[src/psla_pkg.sv]
// Shared types and constants for the packed logic/compare datapath slice.
// Assumes a single core clock; decode and operand fetch sit on that clock.
package psla_pkg;
  // Datapath geometry
  localparam int unsigned PSLA_W      = 64;
  localparam int unsigned PSLA_NREGS  = 8;
  localparam logic [7:0]  PSLA_ESC    = 8'h0f;
  // Second opcode bytes served here
  localparam logic [7:0]  OP_ADDUSB   = 8'hdc;
  localparam logic [7:0]  OP_ADDUSW   = 8'hdd;
  localparam logic [7:0]  OP_AND      = 8'hdb;
  localparam logic [7:0]  OP_ANDN     = 8'hdf;
  localparam logic [7:0]  OP_CMPEQB   = 8'h74;
  localparam logic [7:0]  OP_CMPEQW   = 8'h75;
  localparam logic [7:0]  OP_CMPEQD   = 8'h76;
  // Saturation limits and fault error code
  localparam logic [7:0]  SAT_B_MAX   = 8'hff;
  localparam logic [7:0]  SAT_B_MIN   = 8'h00;
  localparam logic [15:0] SAT_W_MAX   = 16'hffff;
  localparam logic [15:0] SAT_W_MIN   = 16'h0000;
  localparam logic [31:0] ERR_ZERO    = 32'h0000_0000;
  localparam logic [1:0]  CPL_USER    = 2'h3;
  // Register port map (byte addresses)
  localparam logic [7:0]  REG_CTRL    = 8'h00;
  localparam logic [7:0]  REG_STATUS  = 8'h04;
  localparam logic [7:0]  REG_RES_LO  = 8'h08;
  localparam logic [7:0]  REG_RES_HI  = 8'h0c;
  localparam int unsigned CTRL_EMUL   = 0;
  localparam int unsigned CTRL_TASKSW = 1;
  localparam logic [1:0]  CTRL_RST    = 2'h0;

  typedef enum logic [1:0] {MODE_REAL, MODE_PROT, MODE_V86} psla_mode_t;

  typedef enum logic [3:0] {
    FLT_NONE, FLT_OPCODE, FLT_NODEV, FLT_FPERR, FLT_PROT, FLT_SS, FLT_PAGE, FLT_ALIGN
  } psla_fault_t;

  // One request from decode/operand fetch
  typedef struct packed {
    logic [15:0] opcode;
    logic        src_is_mem;
    logic [2:0]  dst_idx;
    logic [2:0]  src_idx;
    logic [63:0] mem_data;
  } psla_req_t;

  // Address checks done by the memory pipeline for this operand
  typedef struct packed {
    psla_mode_t  mode;
    logic        stack_seg;
    logic        addr_bad;
    logic        page_miss;
    logic [31:0] page_code;
    logic        misaligned;
    logic [1:0]  cpl;
  } psla_memchk_t;
endpackage

[src/psla_regfile.sv]
// Packed register file: one write port, two registered read ports.
// Assumes writes and reads are on the same clock; a read in the write
// cycle returns the old word, the caller avoids that by spacing requests.
module psla_regfile
  import psla_pkg::*;
#(
  parameter int unsigned DEPTH = PSLA_NREGS,
  parameter int unsigned WIDTH = PSLA_W
) (
  // Clock
  input  wire logic                     clk,
  // Write port
  input  wire logic                     we,
  input  wire logic [$clog2(DEPTH)-1:0] waddr,
  input  wire logic [WIDTH-1:0]         wdata,
  // Read ports
  input  wire logic [$clog2(DEPTH)-1:0] raddr_a,
  input  wire logic [$clog2(DEPTH)-1:0] raddr_b,
  output logic      [WIDTH-1:0]         rdata_a,
  output logic      [WIDTH-1:0]         rdata_b
);
  logic [WIDTH-1:0] mem [DEPTH];

  if (DEPTH < 2) begin : g_chk
    $error("psla_regfile: DEPTH must be at least 2");
  end

  // Storage, no reset: contents are architectural state
  always_ff @(posedge clk) begin
    if (we) begin
      mem[waddr] <= wdata;
    end
  end

  // Registered reads
  always_ff @(posedge clk) begin
    rdata_a <= mem[raddr_a];
    rdata_b <= mem[raddr_b];
  end
endmodule

[src/psla_alu.sv]
// Packed saturating-add, logic and equality-compare slice with fault checks.
// Assumes decode/operand fetch on clk; request taken when req_valid and
// req_ready_q, answer two edges later on done_q.
module psla_alu
  import psla_pkg::*;
#(
  parameter int unsigned NREGS = PSLA_NREGS
) (
  // Clock and reset
  input  wire logic         clk,
  input  wire logic         rst_n,
  // Register port
  input  wire logic [7:0]   reg_addr,
  input  wire logic [31:0]  reg_wdata,
  input  wire logic         reg_wr,
  input  wire logic         reg_rd,
  output logic      [31:0]  reg_rdata_q,
  // Request from decode
  input  wire logic         req_valid,
  input  wire psla_req_t    req,
  input  wire psla_memchk_t mem_chk,
  input  wire logic         fp_pending,
  output logic              req_ready_q,
  // Completion
  output logic              done_q,
  output psla_fault_t       fault_q,
  output logic      [31:0]  fault_code_q,
  output logic      [63:0]  result_q,
  output logic              arith_flags_we_q
);
  if (NREGS != PSLA_NREGS) begin : g_chk
    $error("psla_alu: dest/source index fields serve exactly eight registers");
  end

  logic          rst_s1_q, rst_sync_n;
  logic [1:0]    ctrl_q;
  logic          accept;
  logic          s1_valid_q;
  psla_req_t     s1_req_q;
  psla_fault_t   s1_fault_q, fault_d;
  logic [31:0]   s1_code_q, code_d;
  logic [63:0]   rd_dst, rd_src, src_op, res_d;
  logic          op_ok;
  logic          rf_we;
  logic [63:0]   sum_b, sum_w, eq_b, eq_w, eq_d;

  // Reset release through two flops; assertion stays asynchronous
  always_ff @(posedge clk or negedge rst_n) begin
    if (!rst_n) begin
      rst_s1_q   <= 1'b0;
      rst_sync_n <= 1'b0;
    end else begin
      rst_s1_q   <= 1'b1;
      rst_sync_n <= rst_s1_q;
    end
  end

  // Opcode decode, used at several places
  function automatic logic known_op(input logic [15:0] op);
    logic ok;
    ok = 1'b0;
    if (op[15:8] == PSLA_ESC) begin
      unique case (op[7:0])
        OP_ADDUSB, OP_ADDUSW, OP_AND, OP_ANDN: ok = 1'b1;
        OP_CMPEQB, OP_CMPEQW, OP_CMPEQD:       ok = 1'b1;
        default:                               ok = 1'b0;
      endcase
    end
    return ok;
  endfunction

  // Control register: emulation and task-switched bits
  always_ff @(posedge clk or negedge rst_sync_n) begin
    if (!rst_sync_n) begin
      ctrl_q <= CTRL_RST;
    end else if (reg_wr && reg_addr == REG_CTRL) begin
      ctrl_q <= reg_wdata[1:0];
    end
  end

  // One request in flight; ready drops for the cycle after a take
  assign accept = req_valid && req_ready_q;
  always_ff @(posedge clk or negedge rst_sync_n) begin
    if (!rst_sync_n) begin
      req_ready_q <= 1'b0;
    end else begin
      req_ready_q <= !accept;
    end
  end

  // Fault priority: control bits, FP pending, then operand checks
  always_comb begin
    fault_d = FLT_NONE;
    code_d  = ERR_ZERO;
    if (ctrl_q[CTRL_EMUL] || !known_op(req.opcode)) begin
      fault_d = FLT_OPCODE;
    end else if (ctrl_q[CTRL_TASKSW]) begin
      fault_d = FLT_NODEV;
    end else if (fp_pending) begin
      fault_d = FLT_FPERR;
    end else if (req.src_is_mem) begin
      if (mem_chk.addr_bad && mem_chk.mode == MODE_PROT && mem_chk.stack_seg) begin
        fault_d = FLT_SS;
      end else if (mem_chk.addr_bad) begin
        fault_d = FLT_PROT;
      end else if (mem_chk.page_miss && mem_chk.mode != MODE_REAL) begin
        fault_d = FLT_PAGE;
        code_d  = mem_chk.page_code;
      end else if (mem_chk.misaligned
                   && (mem_chk.mode == MODE_V86 || mem_chk.cpl == CPL_USER)) begin
        fault_d = FLT_ALIGN;
      end
    end
  end

  // Stage 1 capture; operands arrive from the register file now
  always_ff @(posedge clk or negedge rst_sync_n) begin
    if (!rst_sync_n) begin
      s1_valid_q <= 1'b0;
      s1_req_q   <= '0;
      s1_fault_q <= FLT_NONE;
      s1_code_q  <= ERR_ZERO;
    end else begin
      s1_valid_q <= accept;
      if (accept) begin
        s1_req_q   <= req;
        s1_fault_q <= fault_d;
        s1_code_q  <= code_d;
      end
    end
  end

  psla_regfile #(
    .DEPTH (NREGS),
    .WIDTH (PSLA_W)
  ) u_rf (
    .clk     (clk),
    .we      (rf_we),
    .waddr   (s1_req_q.dst_idx),
    .wdata   (res_d),
    .raddr_a (req.dst_idx),
    .raddr_b (req.src_idx),
    .rdata_a (rd_dst),
    .rdata_b (rd_src)
  );

  // Source operand: register or 64-bit memory word
  assign src_op = s1_req_q.src_is_mem ? s1_req_q.mem_data : rd_src;

  // Lane arithmetic, lanes placed from bit zero upward
  for (genvar i = 0; i < 8; i++) begin : g_byte
    logic [8:0] s;
    assign s = {1'b0, rd_dst[8*i +: 8]} + {1'b0, src_op[8*i +: 8]};
    assign sum_b[8*i +: 8] = s[8] ? SAT_B_MAX : s[7:0];
    assign eq_b[8*i +: 8]  = (rd_dst[8*i +: 8] == src_op[8*i +: 8]) ? 8'hff : 8'h00;
  end
  for (genvar i = 0; i < 4; i++) begin : g_word
    logic [16:0] s;
    assign s = {1'b0, rd_dst[16*i +: 16]} + {1'b0, src_op[16*i +: 16]};
    assign sum_w[16*i +: 16] = s[16] ? SAT_W_MAX : s[15:0];
    assign eq_w[16*i +: 16]  = (rd_dst[16*i +: 16] == src_op[16*i +: 16]) ? 16'hffff
                                                                          : 16'h0000;
  end
  for (genvar i = 0; i < 2; i++) begin : g_dword
    assign eq_d[32*i +: 32] = (rd_dst[32*i +: 32] == src_op[32*i +: 32]) ? 32'hffff_ffff
                                                                          : 32'h0000_0000;
  end

  // Result select by second opcode byte
  always_comb begin
    res_d = rd_dst;
    op_ok = 1'b1;
    unique case (s1_req_q.opcode[7:0])
      OP_ADDUSB: res_d = sum_b;
      OP_ADDUSW: res_d = sum_w;
      OP_AND:    res_d = rd_dst & src_op;
      OP_ANDN:   res_d = ~rd_dst & src_op;
      OP_CMPEQB: res_d = eq_b;
      OP_CMPEQW: res_d = eq_w;
      OP_CMPEQD: res_d = eq_d;
      default:   op_ok = 1'b0;
    endcase
  end

  // Write back only when clean, so a faulting op can restart
  assign rf_we = s1_valid_q && s1_fault_q == FLT_NONE && op_ok;

  // Completion outputs; result shows the old dest word on a fault
  always_ff @(posedge clk or negedge rst_sync_n) begin
    if (!rst_sync_n) begin
      done_q       <= 1'b0;
      fault_q      <= FLT_NONE;
      fault_code_q <= ERR_ZERO;
      result_q     <= '0;
    end else begin
      done_q <= s1_valid_q;
      if (s1_valid_q) begin
        fault_q      <= s1_fault_q;
        fault_code_q <= s1_code_q;
        result_q     <= rf_we ? res_d : rd_dst;
      end
    end
  end

  // No path exists to the status flags; the strobe is held low
  always_ff @(posedge clk or negedge rst_sync_n) begin
    if (!rst_sync_n) begin
      arith_flags_we_q <= 1'b0;
    end else begin
      arith_flags_we_q <= 1'b0;
    end
  end

  // Register port reads, data in the following cycle; unmapped reads zero
  always_ff @(posedge clk or negedge rst_sync_n) begin
    if (!rst_sync_n) begin
      reg_rdata_q <= '0;
    end else if (reg_rd) begin
      unique case (reg_addr)
        REG_CTRL:   reg_rdata_q <= {30'h0, ctrl_q};
        REG_STATUS: reg_rdata_q <= {27'h0, fault_q, done_q};
        REG_RES_LO: reg_rdata_q <= result_q[31:0];
        REG_RES_HI: reg_rdata_q <= result_q[63:32];
        default:    reg_rdata_q <= '0;
      endcase
    end else begin
      reg_rdata_q <= '0;
    end
  end
endmodule

[config.mk]
export PLATFORM = sky130hd
export DESIGN_NAME = psla_alu
export DESIGN_NICKNAME = d
export VERILOG_FILES = /design/src/psla_pkg.sv /design/src/psla_regfile.sv /design/src/psla_alu.sv
export SDC_FILE = /design/constraint.sdc
export NUM_CORES = 1
export LEC_CHECK = 0
export BUFFER_PORTS_ARGS = -buffer_cell sky130_fd_sc_hd__buf_4
export CAP_MARGIN = 0
export CORE_MARGIN = 2
export CORE_UTILIZATION = 40
export DETAILED_ROUTE_END_ITERATION = 7
export SLEW_MARGIN = 25
export SYNTH_ARGS = -nofsm -noshare
export SYNTH_HDL_FRONTEND = slang
export SYNTH_HIERARCHICAL = 1
export SYNTH_SLANG_ARGS = --single-unit
[constraint.sdc]
create_clock -name clk -period 8.8 [get_ports clk]
set_input_delay 0.44 -clock clk [delete_from_list [all_inputs] [get_ports clk]]
set_output_delay 0.44 -clock clk [all_outputs]
set_load 0.05 [all_outputs]
==> flow_metrics.py, run 1 <==
metrics = {
    "worst_setup_path": {
        "cp.buffers_inverters": 1,
        "start_kind": "flop",
        "end_kind": "flop",
        "crit_family": "simple AND/OR/NAND/NOR gates",
        "crit_chain": "buf_4, mux2_2, ha_1, nor4_1, nand4_1, nor3_1, nor3_1, a21boi_0, a32oi_1",
        "max_stage_delay_ns": 0.97,
        "cpMostUsedCell": "nor3_1",
        "cpMaxStageDelayCell": "nor3_1",
        "critPathKind": "flop to flop",
        "cp_max_fo": 31,
        "critPathArrivalTime_ns": 6.29,
        "crit_required_ns": 9.18,
    },
    "yosys": {
        "async_flop_share_pct": 28.0,
        "synthCells": 2889,
        "synth_edf_count": 512,
        "synth_most_common_cell": "edfxtp_1",
        "synth.area.top_cells": "edfxtp_1 36%, dfrtp_1 15%, mux4_2 14%",
        "synth.largest_area_cell": "edfxtp_1",
        "syn_avg_cell_area_um2": 14.8,
        "synth_commonest_cells": "512 x edfxtp_1, 303 x mux2_2, 258 x mux4_2",
        "ys_ff_latch": 889,
        "yosysTopAreaCellShare_pct": 36.0,
        "synth_area_um2": 42700,
        "ys.flop_type": "edfxtp_1",
        "ys_seq_area_share_pct": 56.6,
        "yosysUniqueCellTypes": 83,
        "ys_warn_count": 6,
    },
    "global_route": {
        "grt_max_degree": 144,
        "grt.total_usage_pct": 24.4,
        "grt_antenna_before_repair": 3,
        "grt_pass1_vias": 29400,
        "grt_pass1_wl_um": 195000,
        "grt_overflow": 0,
    },
    "sta": {
        "slew_headroom_pct": 24.8,
        "hold_ws_ns": 0.0364,
        "rsz0062_at_grt": "no",
        "max_freq_mhz": 169,
        "worst_pin_slew_ns": 1.13,
        "finalClockSkew_ns": 0.0216,
        "min_period_ns": 5.91,
        "period_share_pct": 67.1,
        "fin_setup_tns_ns": 0,
        "hold_viol_final": 0,
        "report.final.slew_viol_count": 0,
        "finalSetupViolations": 0,
    },
    "clocking": {
        "cts_sinks": 889,
        "cts-buffers-inserted": 98,
        "cts.clk_slew.worst_paths_ns": 0.06,
        "clock-root-buffer": "clkbuf_16",
        "postCtsSetupRepairBufs": 0,
        "cts_tree": "yes",
        "htree_num_levels": 3,
        "cts_max_path_buffers": 3,
        "clk_latency_ns": 0.68,
    },
    "status": {
        "status": "finished clean",
    },
    "drt": {
        "wl_um": 135000,
        "route.vias.total": 28300,
        "drtAntennaViolNets": 0,
        "drcViolationCount": 0,
        "routed_via_density": 6.02,
        "drtIter0Drc": 2522,
        "firstDrtPassIters": 5,
        "avgRoutedWirePerCell_um": 28.7,
    },
    "final_layout": {
        "fill_cells": 9003,
        "syn_to_final_growth_pct": 18.4,
        "postLayoutCoreUtil_pct": 47.8,
        "drive_gt1_share_pct": 32.7,
        "final_nets": 3473,
    },
    "job": {
        "maxCapViolCount": 0,
    },
    "place": {
        "numPortBuffers": 275,
        "hpwl_um": 88200,
        "place.gp.congestion": 0.903,
    },
    "die": {
        "core_um2": 106000,
        "die_x_um": 331,
        "rows": 119,
        "dieHeight_um": 331,
        "start_util_pct": 40.4,
        "die_area_um2": 109000,
        "ios": 308,
    },
    "hold_path": {
        "worstHoldPathType": "primary input to flop",
    },
    "power_and_ir_drop": {
        "ir_drop_v": 0.000127,
        "totalPowerFinal_mw": 11.2,
        "power_density_nw_per_um2": 221,
        "leakage_nw": 18.9,
    },
}
sequential cells by signal, indices dropped and copies added (netlist names), 32 cells and up:
name          count
u_rf/rdata_a     64
reg_rdata_q      32
s1_code_q        32
u_rf/mem        512
u_rf/rdata_b     64
fault_code_q     32
result_q         64
s1_req_q         76
cell families after synthesis:
family	Yosys count	synth area share (%)
flip-flops	889	56.6
multiplexers	600	22.5
other	2	0.0176
adder cells (fa/ha/maj)	75	2.34
buffers and inverters	226	2.52
XOR/XNOR	121	2.48
AND/OR/NAND/NOR	475	5.42
AO/OA/AOI/OAI	501	8.04
cell usage in the layout (no fill, tap or decap), types with 24 or more instances in the layout:
cell type	n
a21o_1	41
a21oi_1	97
a22o_1	32
a31oi_1	34
and3_1	34
buf_4	320
clkbuf_1	24
clkbuf_16	100
dfrtp_1	245
dfxtp_1	128
dlygate4sd3_1	100
edfxtp_1	512
ha_1	67
inv_1	32
mux2_2	303
mux2i_1	39
mux4_2	258
nand2_1	68
nand3_1	39
nor2_1	177
nor3_1	37
o21a_1	30
o21ai_0	95
xnor2_1	41
xor2_1	80
cell type report:
type                       count  area [um^2]  share of cell area (%)
timing repair buffer         426         3520                    6.96
sequential                   889        24200                    47.9
tap                         1391         1740                    3.45
clock inverter                47          626                    1.24
multi-input combinational   1775        17500                    34.6
antenna                        1         2.50                 0.00496
clock buffer                 139         2800                    5.54
inverter                      35          134                   0.265
metrics by stage:
step	setup WS, ns	cell area (um^2)	std cells
after floorplan	1.35	42700	2890
after global placement	3.15	46000	4413
after detailed placement	3.12	46000	4415
after CTS	3.08	50500	4701
after global routing	2.87	50500	4702
final	2.89	50500	4703
routing by layer:
layer	vias to the layer above	wire, um	global-route usage, %
met5	-	0	0
met4	0	3650	6.78
met3	220	10600	4.73
met2	1308	64400	40.5
met1	14700	56300	32.9
li1	12100	-	-
repair_timing:
item | 4_1_cts | 5_1_grt
hold endpoints to repair | 102 | 0
gates resized for setup | 0 | 0
hold buffers | 100 | 0
final timing paths:
check	start	to	slack [ns]	depth (start not counted)
min in group asynchronous	rst_n	rst_s1_q	0.09	2
hold / removal	mem_chk[20]	s1_code_q[17]	0.04	2
max in group asynchronous	rst_sync_n	s1_code_q[28]	6.29	2
hold reg to reg	rst_s1_q	rst_sync_n	0.35	0
setup reg to reg	s1_req_q[70]	u_rf/mem[2][25]	2.89	9
setup / recovery	s1_req_q[70]	u_rf/mem[2][25]	2.89	9
worst reg2reg max path: cells and delay by family, from the launching register on:
family                   cells  cell delay [ns]
AND/OR/NAND/NOR              4             2.57
multiplexers                 1             0.40
flip-flops                   1             0.88
adder cells (fa/ha/maj)      1             0.37
AO/OA/AOI/OAI                2             0.93
buffers and inverters        1             0.47
power breakdown:
group / internal, mW / switching (mW)
Clock: 2.61 / 1.72
Combinational: 0.799 / 1.18
Sequential: 4.62 / 0.235
Note: power is estimated with default switching activity, not from simulation.
==> inputs of run 2 (changes only) <==
clock period = 6.2 ns   (was 8.8 ns; I/O delays follow)
==> flow_metrics.py, run 2 (synthesized netlist as in run 1, its figures left out) <==
metrics = {
    "place": {
        "place.gp.congestion": 0.901,
        "hpwl_um": 88200,
        "pre_cts_slack_ns": 1.04,
        "placed_cell_area_um2": 46200,
        "placed_cells": 4431,
        "numPortBuffers": 275,
    },
    "hold_path": {
        "hp-start": "reg_wr",
        "worstHoldPathType": "primary input to flop",
    },
    "power_and_ir_drop": {
        "switching_share_pct": 28.6,
        "comb_power_share_pct": 18.4,
        "seqPwrFrac_pct": 44.8,
        "p_switching_mw": 4.40,
        "p_int_mw": 11.0,
        "totalPowerFinal_mw": 15.4,
        "ir_drop_v": 0.000183,
        "p_clk_share_pct": 36.8,
        "leakage_nw": 18.8,
        "power_density_nw_per_um2": 305,
    },
    "global_route": {
        "grt.total_usage_pct": 24.5,
        "grt_overflow": 0,
        "grt_pass1_wl_um": 196000,
        "grt_max_degree": 141,
        "grt_antenna_before_repair": 8,
        "grt_pass1_vias": 29200,
    },
    "sta": {
        "finalSetupViolations": 0,
        "fin_setup_tns_ns": 0,
        "hold_ws_ns": 0.0472,
        "hold_viol_final": 0,
        "report.final.slew_viol_count": 0,
        "worst_pin_slew_ns": 1.06,
        "period_share_pct": 85.2,
        "max_freq_mhz": 189,
        "min_period_ns": 5.28,
        "finalClockSkew_ns": 0.0321,
        "slew_headroom_pct": 29.1,
        "fin_ws_ns": 0.919,
        "rsz0062_at_grt": "no",
    },
    "die": {
        "start_util_pct": 40.4,
        "die_x_um": 331,
        "die_area_um2": 109000,
        "ios": 308,
        "rows": 119,
        "core_um2": 106000,
        "dieHeight_um": 331,
    },
    "final_layout": {
        "largestRegisters": "u_rf/mem (512), s1_req_q (76)",
        "postLayoutCoreUtil_pct": 47.8,
        "fill_cells": 9034,
        "syn_to_final_growth_pct": 18.2,
        "final_nets": 3497,
        "largest_reg_flops": 512,
        "finalNonFillerCells": 4724,
        "mostFrequentLayoutCell": "edfxtp_1",
        "final_cell_area_um2": 50400,
        "drive_gt1_share_pct": 32.6,
        "seqCellArea_um2": 24200,
        "multi_input_area_um2": 17500,
        "top_register": "u_rf/mem",
        "layout.cells.most_common_list": "512 x edfxtp_1, 337 x buf_4, 303 x mux2_2, 258 x mux4_2, 245 x dfrtp_1",
    },
    "clocking": {
        "cts_hold_buf": 111,
        "cts_sinks": 889,
        "postCtsSetupRepairBufs": 0,
        "htree_num_levels": 3,
        "clock-root-buffer": "clkbuf_16",
        "post_cts_resized": 0,
        "cts_tree": "yes",
        "cts_max_path_buffers": 3,
        "cts.clk_slew.worst_paths_ns": 0.06,
        "clk_latency_ns": 0.68,
        "cts-buffers-inserted": 96,
    },
    "worst_setup_path": {
        "critPathKind": "flop to flop",
        "cp_max_fo": 23,
        "max_stage_delay_ns": 0.76,
        "end_kind": "flop",
        "cpMostUsedCell": "nor2_1",
        "cp.buffers_inverters": 1,
        "cpMaxStageDelayCell": "dfrtp_4",
        "critPathArrivalTime_ns": 5.64,
        "crit_path_start": "s1_req_q[70]",
        "crit_chain": "buf_4, mux2_2, fa_1, a21o_1, a221o_1, o31ai_1, o31a_1, nor2_1, or3_1, a311oi_1, nor2_1",
        "crit_family": "compound AO/OA/AOI/OAI gates",
        "crit_required_ns": 6.56,
        "start_kind": "flop",
        "r2r-start": "s1_req_q[70]",
    },
    "drt": {
        "routed_via_density": 5.99,
        "wl_um": 135000,
        "route.vias.total": 28300,
        "avgRoutedWirePerCell_um": 28.5,
        "drtIter0Drc": 2519,
        "drcViolationCount": 0,
        "firstDrtPassIters": 5,
        "drtAntennaViolNets": 0,
    },
    "status": {
        "status": "finished clean",
    },
    "job": {
        "maxCapViolCount": 0,
    },
}
## run 2: tightest hold or removal path, stage by stage
cell and delay [ns]:
buf_4 0.11, nand3_1 0.10, mux2_2 0.16
## run 2: path summary, 6_finish.rpt
path | endpoint | slack, ns | depth (start not counted)
setup / recovery | u_rf/mem[1][39] | 0.92 | 11
hold / removal | ctrl_q[1] | 0.05 | 3
setup reg to reg | u_rf/mem[1][39] | 0.92 | 11
hold reg to reg | rst_sync_n | 0.35 | 0
max in group asynchronous | s1_valid_q | 4.35 | 1
min in group asynchronous | s1_req_q[54] | 0.42 | 0
## run 2: final cells by class
type,count,area share (%)
Tap cell,1391,3.45
Clock buffer,137,5.51
Inverter,35,0.265
Clock inverter,44,0.687
Multi-Input combinational cell,1775,34.8
Antenna cell,1,0.00496
Timing Repair Buffer,452,7.35
Sequential cell,889,47.9
## run 2: routing by layer
| layer | share of wire, % | wire length (um) | vias up | track usage (%) |
|---|---|---|---|---|
| met1 | 41 | 55000 | 14700 | 32.6 |
| li1 | - | - | 12100 | - |
| met4 | 3.2 | 4260 | 2 | 7.54 |
| met2 | 48 | 64700 | 1262 | 40.9 |
| met5 | 0.0096 | 13 | - | 0 |
| met3 | 8.1 | 10900 | 223 | 4.60 |
## run 2: power groups by stage
stage / Combinational (mW) / Sequential (mW) / Clock, mW
2_1_floorplan: 1.76 / 7.03 / 0
3_3_place_gp: 2.71 / 7.01 / 0
3_5_place_dp: 2.74 / 7.01 / 0
4_1_cts: 2.82 / 6.89 / 5.78
5_1_grt: 3.06 / 6.91 / 6.00
6_report: 2.83 / 6.89 / 5.66
